### config.mk
export PLATFORM = sky130hd
export DESIGN_NAME = conversion_step_scheduler
export DESIGN_NICKNAME = d
export VERILOG_FILES = /design/src/common/conv_sched_pkg.sv /design/src/conversion_step_scheduler.sv
export SDC_FILE = /design/constraint.sdc
export NUM_CORES = 1
export LEC_CHECK = 0
export BUFFER_PORTS_ARGS = -buffer_cell sky130_fd_sc_hd__buf_2
export CAP_MARGIN = 20
export CORE_ASPECT_RATIO = 1.1
export CORE_UTILIZATION = 43
export CTS_CLUSTER_SIZE = 14
export DETAILED_ROUTE_END_ITERATION = 6
export HOLD_SLACK_MARGIN = 0.02
export PLACE_DENSITY_LB_ADDON = 0.12
export SYNTH_ARGS = -nofsm -noshare
export SYNTH_HDL_FRONTEND = slang
export SYNTH_SLANG_ARGS = --single-unit
### constraint.sdc
create_clock -name sys_clk -period 5.4 [get_ports sys_clk]
set_input_delay 0.27 -clock sys_clk [delete_from_list [all_inputs] [get_ports sys_clk]]
set_output_delay 0.27 -clock sys_clk [all_outputs]
set_load 0.01 [all_outputs]
### src/common/conv_sched_pkg.sv
// Constants and types for the conversion step scheduler
package conv_sched_pkg;
  // Clock rate and the base cycle period
  localparam int unsigned CLK_FREQ_HZ    = 100_000_000;
  localparam int unsigned BASE_PERIOD_MS = 100;
  // Cycles per 100 ms; each period code doubles it
  localparam int unsigned BASE_PERIOD_CYC = CLK_FREQ_HZ / 1000 * BASE_PERIOD_MS;
  // Field widths and counts
  localparam int unsigned SEL_W     = 3;
  localparam int unsigned CNT_W     = 11;
  localparam int unsigned NSTEP     = 6;
  localparam int unsigned TMR_W     = 32;
  localparam int unsigned FILT_W    = 3;
  // Only filter codes below this value are legal for low power
  localparam logic [2:0]  LP_FILTER_CODES = 3'h4;
  // Interval code that excludes a step
  localparam logic [2:0]  SEL_EXCLUDED    = 3'h0;
  // Values after reset, and the counter's top value
  localparam logic [10:0] RST_COUNT       = 11'h000;
  localparam logic [10:0] CNT_MAX         = 11'h7ff;
  localparam logic [2:0]  RST_LP_FILTER   = 3'h0;
  // Counter bit watched for each interval code
  localparam logic [3:0]  BIT_SEL1 = 4'h0;
  localparam logic [3:0]  BIT_SEL2 = 4'h2;
  localparam logic [3:0]  BIT_SEL3 = 4'h4;
  localparam logic [3:0]  BIT_SEL4 = 4'h6;
  localparam logic [3:0]  BIT_SEL5 = 4'h7;
  localparam logic [3:0]  BIT_SEL6 = 4'h9;
  localparam logic [3:0]  BIT_SEL7 = 4'ha;
  // Operating states of the device
  typedef enum logic [1:0] {
    ST_NORMAL      = 2'b00,
    ST_SLEEP       = 2'b01,
    ST_CYCLIC_WAKE = 2'b10,
    ST_SILENT_BAL  = 2'b11
  } pwr_state_t;
endpackage

### src/conversion_step_scheduler.sv
// Cycle timer, rolling cycle counter, step triggers and power state control
`timescale 1ns/10ps
`default_nettype none
module conversion_step_scheduler #(
  // 100 ms in clock cycles; shorten for simulation
  parameter int unsigned BASE_PERIOD_CYC = conv_sched_pkg::BASE_PERIOD_CYC
) (
  input  wire logic                   sys_clk,
  input  wire logic                   srst,
  input  wire logic                   cyclicEn,             // Cyclic execution enable
  input  wire logic [2:0]             cyclePeriodSel,       // Normal cycle period code
  input  wire logic [2:0]             sleepPeriodSel,       // Cyclic wakeup period code
  input  wire logic [5:0][2:0]        stepIntervalSel,      // Interval code of each optional step
  input  wire logic                   continuousMode,       // Cycles run back to back
  input  wire logic                   routineBusy,          // Conversion routine running
  input  wire logic                   routineDone,          // Pulse: routine finished
  input  wire logic                   sleepRequestCmd,      // Pulse: host sleep command
  input  wire logic                   wakeRequest,          // Pulse: host wake frame
  input  wire logic                   upstreamFaultLine,    // Pin, asynchronous
  input  wire logic                   internalFailure,      // Pulse: failure found in routine
  input  wire logic                   commTimeout,          // Pulse: host did not answer in time
  input  wire logic                   overrideClear,        // Pulse: host clears override latch
  input  wire logic                   slpBalConf,           // 1: silent balance, 0: sleep
  input  wire logic                   lpFilterWr,           // Pulse: write low-power filter code
  input  wire logic [2:0]             lpFilterCode,         // Requested low-power filter code
  output logic [1:0]                  pwrState,             // Current power state
  output logic [10:0]                 cycleCount,           // Rolling cycle counter
  output logic                        cycleStart,           // Pulse: a routine cycle begins
  output logic [5:0]                  stepTrigger,          // Pulses: run optional step
  output logic                        abortConversion,      // Pulse: drop running conversion
  output logic                        failsafeOverrideFlag, // Override latch
  output logic                        downstreamFaultLine,  // Fault toward the host
  output logic                        periodOverrunFault,   // Routine outlasted its period
  output logic [2:0]                  acqWindowLp           // Accepted low-power filter code
);

  ////////////////////////////////////////////////////////////////////////////
  // Registers
  // All state lives here; every output is one of these flip-flops
  conv_sched_pkg::pwr_state_t state_ff, nxt_state;     // Power state
  logic [31:0]                tmr_ff, nxt_tmr;         // Cycle timer
  logic [10:0]                cnt_ff, nxt_cnt;         // Cycle counter
  logic [5:0][2:0]            selQ_ff;                 // Shadow of interval codes
  logic [5:0]                 trig_ff;                 // Step trigger pulses
  logic                       start_ff;                // Cycle start pulse
  logic                       abort_ff;                // Abort pulse
  logic                       ovr_ff, nxt_ovr;         // Override latch
  logic                       fault_ff;                // Downstream fault line
  logic                       ovrPend_ff;              // Period overrun waiting for routine
  logic [2:0]                 lpFilt_ff;               // Low-power filter code
  logic                       upSync1_ff, upSync2_ff;  // Upstream fault synchroniser

  ////////////////////////////////////////////////////////////////////////////
  // Decode
  // Counter bit watched for one interval code
  // Code to counter bit
  function automatic logic [3:0] bitOf(input logic [2:0] s);
    case (s)
      3'h1:    bitOf = conv_sched_pkg::BIT_SEL1;
      3'h2:    bitOf = conv_sched_pkg::BIT_SEL2;
      3'h3:    bitOf = conv_sched_pkg::BIT_SEL3;
      3'h4:    bitOf = conv_sched_pkg::BIT_SEL4;
      3'h5:    bitOf = conv_sched_pkg::BIT_SEL5;
      3'h6:    bitOf = conv_sched_pkg::BIT_SEL6;
      3'h7:    bitOf = conv_sched_pkg::BIT_SEL7;
      default: bitOf = conv_sched_pkg::BIT_SEL1;
    endcase
  endfunction

  wire inNormal  = (state_ff == conv_sched_pkg::ST_NORMAL);
  wire inCyclic  = (state_ff == conv_sched_pkg::ST_CYCLIC_WAKE);
  // Timer only runs while cyclic activity is live
  wire running   = (inNormal && cyclicEn) || inCyclic;
  wire [2:0] periodSel = inCyclic ? sleepPeriodSel : cyclePeriodSel;
  wire [31:0] periodCyc = 32'(BASE_PERIOD_CYC) << periodSel;
  // Expiry at period minus one makes each period exactly N cycles
  wire tmrDone   = (tmr_ff >= periodCyc - 32'h1);
  // Continuous or overrun paces cycles by routine end
  wire byRoutine = continuousMode || ovrPend_ff;
  // A busy routine at expiry defers the boundary rather than cutting it
  wire cycAdv    = running && (byRoutine ? routineDone : (tmrDone && !routineBusy));
  wire setOvrPend = running && !continuousMode && tmrDone && routineBusy;
  // Natural 11-bit wrap from 2047 to zero
  assign nxt_cnt = cycAdv ? cnt_ff + 11'h001 : cnt_ff;
  // Bits flipped by this increment; the wrap to zero flips them all
  wire [10:0] toggled = cnt_ff ^ (cnt_ff + 11'h001);

  // Fire on toggle of the selected bit
  logic [5:0] trigNow;
  genvar gi;
  generate
    for (gi = 0; gi < 6; gi++) begin : g_step
      assign trigNow[gi] = cycAdv && (selQ_ff[gi] != conv_sched_pkg::SEL_EXCLUDED)
                           && toggled[bitOf(selQ_ff[gi])];
    end
  endgenerate

  // Timer restarts at each cycle and holds once expired
  assign nxt_tmr = (!running || cycAdv) ? 32'h0 : (tmrDone ? tmr_ff : tmr_ff + 32'h1);

  // Host wake or upstream fault high, after synchronising
  wire wakeEvt = wakeRequest || upSync2_ff;

  // Latch set wins over host clear
  assign nxt_ovr = internalFailure || (ovr_ff && !overrideClear);

  // Low-power target chosen from the cyclic enable
  conv_sched_pkg::pwr_state_t lpTarget;
  // Cyclic wakeup, otherwise sleep or silent balance
  assign lpTarget = cyclicEn ? conv_sched_pkg::ST_CYCLIC_WAKE :
                    (slpBalConf ? conv_sched_pkg::ST_SILENT_BAL : conv_sched_pkg::ST_SLEEP);
  // Sleep request honoured only with no override
  wire goLowPower = inNormal && sleepRequestCmd && !ovr_ff;
  wire forceSleep = inNormal && ovr_ff && commTimeout;

  ////////////////////////////////////////////////////////////////////////////
  // Next state
  always_comb begin
    nxt_state = state_ff;
    case (state_ff)
      conv_sched_pkg::ST_NORMAL: begin
        // Override keeps the device in normal unless a host timeout forces sleep
        if (forceSleep) begin
          nxt_state = conv_sched_pkg::ST_SLEEP;
        end else if (goLowPower) begin
          nxt_state = lpTarget;
        end
      end
      conv_sched_pkg::ST_CYCLIC_WAKE: begin
        // Any wake, failure included, returns to normal
        if (internalFailure || wakeEvt) begin
          nxt_state = conv_sched_pkg::ST_NORMAL;
        end
      end
      conv_sched_pkg::ST_SLEEP, conv_sched_pkg::ST_SILENT_BAL: begin
        // Plain low-power states leave on any wake
        if (wakeEvt) begin
          nxt_state = conv_sched_pkg::ST_NORMAL;
        end
      end
      default: nxt_state = conv_sched_pkg::ST_NORMAL;
    endcase
  end

  ////////////////////////////////////////////////////////////////////////////
  // Upstream fault synchroniser; first stage feeds only the second
  always_ff @(posedge sys_clk) begin
    if (srst) begin
      upSync1_ff <= 1'b0;
      upSync2_ff <= 1'b0;
    end else begin
      upSync1_ff <= upstreamFaultLine;
      upSync2_ff <= upSync1_ff;
    end
  end

  // Cycle timer and counter
  always_ff @(posedge sys_clk) begin
    if (srst) begin
      tmr_ff     <= 32'h0;
      cnt_ff     <= conv_sched_pkg::RST_COUNT;
      ovrPend_ff <= 1'b0;
      start_ff   <= 1'b0;
      trig_ff    <= 6'h00;
    end else begin
      tmr_ff     <= nxt_tmr;
      cnt_ff     <= nxt_cnt;
      // Overrun waits for the routine to end
      ovrPend_ff <= (cycAdv || !running) ? 1'b0 : (ovrPend_ff || setOvrPend);
      start_ff   <= cycAdv;
      trig_ff    <= trigNow;
    end
  end

  // Interval shadow: a mid-cycle change would skew the toggle pattern
  always_ff @(posedge sys_clk) begin
    if (srst) begin
      selQ_ff <= '0;
    end else if (cycAdv || !running) begin
      // Load at a cycle boundary or while the timer is stopped
      selQ_ff <= stepIntervalSel;
    end
  end

  // Power state, override and filter code
  always_ff @(posedge sys_clk) begin
    if (srst) begin
      state_ff  <= conv_sched_pkg::ST_NORMAL;
      ovr_ff    <= 1'b0;
      fault_ff  <= 1'b0;
      abort_ff  <= 1'b0;
      lpFilt_ff <= conv_sched_pkg::RST_LP_FILTER;
    end else begin
      state_ff <= nxt_state;
      ovr_ff   <= nxt_ovr;
      // Fault line follows the override latch
      fault_ff <= nxt_ovr;
      abort_ff <= goLowPower;
      // Limitation: a refused code is dropped with no status to show it
      // Codes from four upward are refused
      if (lpFilterWr && (lpFilterCode < conv_sched_pkg::LP_FILTER_CODES)) begin
        lpFilt_ff <= lpFilterCode;
      end
    end
  end

  ////////////////////////////////////////////////////////////////////////////
  // Outputs
  // Plain renames; nothing combinational reaches a pin
  assign pwrState             = state_ff;
  assign cycleCount           = cnt_ff;
  assign cycleStart           = start_ff;
  assign stepTrigger          = trig_ff;
  assign abortConversion      = abort_ff;
  assign failsafeOverrideFlag = ovr_ff;
  assign downstreamFaultLine  = fault_ff;
  assign periodOverrunFault   = ovrPend_ff;
  assign acqWindowLp          = lpFilt_ff;
endmodule
`default_nettype wire

==> results_dict.tcl <==
set metrics [dict create \
    end_kind "flop" \
    ys_seq_area_share_pct 32.0 \
    hp-class "in2reg" \
    worstSetupStartpointType "flop" \
    clockBufferDepth 2 \
    die_w_um 103 \
    outcome "finished clean" \
    std_cell_rows 40 \
    synth_edf_count 0 \
    worstHoldPathCells 2 \
    peakVddDrop_v 0.000128 \
    finClkSkew_ns 0.00709 \
    place_hpwl_um 8660 \
    htree_levels 3 \
    cpPeakStageDelay_ns 0.54 \
    async_flop_share_pct 0 \
    root_buffer "clkbuf_16" \
    synth.most_common_cell "dfxtp_1" \
    grt_max_degree 42 \
    syn_area_mm2 0.00487 \
    hold_end "upSync1_ff" \
    syn_avg_cell_area_um2 7.91 \
    grt_pass1_wl_um 20700 \
    yosysUniqueCellTypes 64 \
    crit_type "reg2reg" \
    place_area_mm2 0.00527 \
    clock_latency_ns 0.33 \
    cts.clk_slew.worst_paths_ns 0.06 \
    io_pins 68 \
    fin_hold_ws_ns 0.160 \
    cts_tree "done" \
    place_congestion 0.855 \
    p_per_area_mw_per_mm2 287 \
    drv_slew 0 \
    worstPathArrival_ns 5.28 \
    required_ns 5.67 \
    fillers 1086 \
    fin_crit_sh_pct 92.7 \
    numClockSinks 78 \
    synth_top_area_share_pct 32.0 \
    numCtsBuffers 9 \
    rsz0062_at_grt "false" \
    cts_resized 0 \
    tightestPinTransition_ns 0.808 \
    place_ws_ns 0.411 \
    r2r_start "pwrState[0]" \
    leakagePower_nw 2.27 \
    start_util_pct 44.5 \
    area_growth_pct 14.6 \
    min_from "upstreamFaultLine" \
    syn-num-nets 694 \
    port_buffers 67 \
    cpLargestDelayFamily "simple AND/OR/NAND/NOR gates" \
    antenna_cells 0 \
    dr.pass1.iters 4 \
    grt.total_usage_pct 22.2 \
    stdcell_area_mm2 0.00558 \
    wl_per_cell_um 14.9 \
    route.detailed.drc 0 \
    regToRegEndpoint "stepTrigger[2]" \
    reg2reg_slack_ns 0.40 \
    final_nets 739 \
    crit_chain "nand2b_1 > mux2i_1 > buf_4 > ha_1 > nand2b_1 > nor3_1 > nand2_1 > xor2_1 > a21o_1 > ha_1 > nand4_1 > nor4_1 > nand2_1 > a21oi_1 > a211oi_4 > buf_4 > nor3_1 > o311a_1" \
    ant_nets 0 \
    path_buf_inv 2 \
    fp.dieArea_mm2 0.0118 \
    hold_buffers 0 \
    wirelength_um 12100 \
    drive_gt1_share_pct 14.8 \
    grt_pass1_vias 4350 \
    yosys_warnings 0 \
    drv_cap 0 \
    syn_inst 616 \
    crit_slowest_cell "nor3_1" \
    hold_violations 0 \
    setup_viol 0 \
    relSlewSlack_pct 45.7 \
    synth.area.top_cells "dfxtp_1 32%, ha_1 9.5%, xnor2_1 6.3%" \
    finalSetupTns_ns 0 \
    drt-initial-drc-count 185 \
    grt_overflow 0 \
    antenna_found_initial 0 \
    die_y_um 114 \
    vias_per_cell 5.59 \
    fmax_ghz 0.200 \
    fin_crit_ns 5.00 \
    critPathMaxFanout 23 \
    synthTopCellsByCount "78 x dfxtp_1, 69 x nor2_1, 57 x nand2_1, 46 x a21oi_1, 37 x ha_1" \
    ys.flop_type "dfxtp_1" \
    setup_slack_ns 0.396 \
    core-area_mm2 0.0110 \
    cts_setup_buffers 0 \
    vias 4531 \
    synth-seq-cells 78 \
    rr_worst_depth 18 \
    yosys.area.top_type "dfxtp_1" \
]
[cell families (layout without fill, tap and decap cells)]
group	count (synthesis)	count (layout)	synth area share [%]
AO/OA/AOI/OAI	120	120	15.2
XOR/XNOR	38	38	6.83
adder cells (fa/ha/maj)	37	37	9.50
buffers and inverters	52	100	4.88
flip-flops	78	78	32.0
multiplexers	11	11	2.59
other	1	1	0.0770
AND/OR/NAND/NOR	279	279	28.8
[per-layer routing]
layer  part of all wire [%]  up-vias  GRT usage (%)
met2                     50      101           37.4
met4                    1.6        0           6.67
li1                       -     2317              -
met1                     45     2097           28.6
met3                    3.7       16           4.17
met5                      0        -              0
[how the worst max path moves through the flow]
stage | from | cells after the start | slack (ns) | endpoint
floorplan | pwrState[0] | 20 | 0.73 | cycleCount[5]
finish | pwrState[0] | 18 | 0.40 | stepTrigger[2]
CTS | pwrState[0] | 17 | 0.38 | stepTrigger[2]
detailed placement | pwrState[0] | 17 | 0.41 | stepTrigger[2]
global route | pwrState[0] | 19 | 0.03 | periodOverrunFault
global placement | pwrState[0] | 17 | 0.44 | stepTrigger[2]
[report_power, final]
| part | switching, mW | internal [mW] |
|---|---|---|
| Sequential | 0.0294 | 0.600 |
| Combinational | 0.206 | 0.128 |
| Clock | 0.227 | 0.411 |
[cell type report]
class / instances / area [um^2] / area share (%)
clock buffers: 10 / 239 / 4.28
inverters: 10 / 37.5 / 0.672
repair buffers: 76 / 403 / 7.22
multi-input cells: 486 / 3080 / 55.3
clock inverters: 4 / 72.6 / 1.30
flip-flops and latches: 78 / 1560 / 28.0
well taps: 147 / 184 / 3.30
[through the flow]
| stage | total power [mW] | std cells | util [%] |
|---|---|---|---|
| 5_1_grt | 1.69 | 811 | 50.9 |
| 3_3_place_gp | 0.968 | 797 | 48.1 |
| 4_1_cts | 1.61 | 811 | 50.9 |
| 2_1_floorplan | 0.888 | 616 | - |
| 6_report | 1.60 | 811 | 50.9 |
| 3_5_place_dp | 0.975 | 797 | 48.1 |
[state kept, by name, indices dropped and copies added, names as in the netlist, 2 cells and up]
signal       flops
selQ_ff         18
cycleCount      11
tmr_ff          32
stepTrigger      6
pwrState         2
acqWindowLp      3
[placed cells by master (no fill, tap or decap), types with 3 or more instances in the layout]
master,Yosys,final
o31ai_1,7,7
nand4_1,31,31
xor2_1,3,3
clkbuf_16,0,9
and3_1,15,15
nand2_1,57,57
and4_1,7,7
xnor2_1,35,35
nand3_1,25,25
and2_1,4,4
inv_1,9,9
or3_1,4,4
nand2b_1,5,5
a21o_1,5,5
buf_2,4,67
a21oi_1,46,46
o22ai_1,3,3
buf_4,4,9
nor2_1,69,69
dfxtp_1,78,78
nor3_1,33,33
or4_1,6,6
mux2i_1,7,7
nor4_1,7,7
ha_1,37,37
nor2b_1,8,8
o21ai_1,10,10
o21a_1,3,3
o21ai_0,19,19
[worst reg2reg max path, cell delays in order, from the launching register on]
cell	delay (ns)
dfxtp_1	0.42
nand2b_1	0.30
mux2i_1	0.23
buf_4	0.21
ha_1	0.40
nand2b_1	0.18
nor3_1	0.35
nand2_1	0.13
xor2_1	0.16
a21o_1	0.20
ha_1	0.28
nand4_1	0.13
nor4_1	0.42
nand2_1	0.11
a21oi_1	0.27
a211oi_4	0.08
buf_4	0.25
nor3_1	0.55
o311a_1	0.29
No activity file was read; power rests on OpenSTA's default activity.
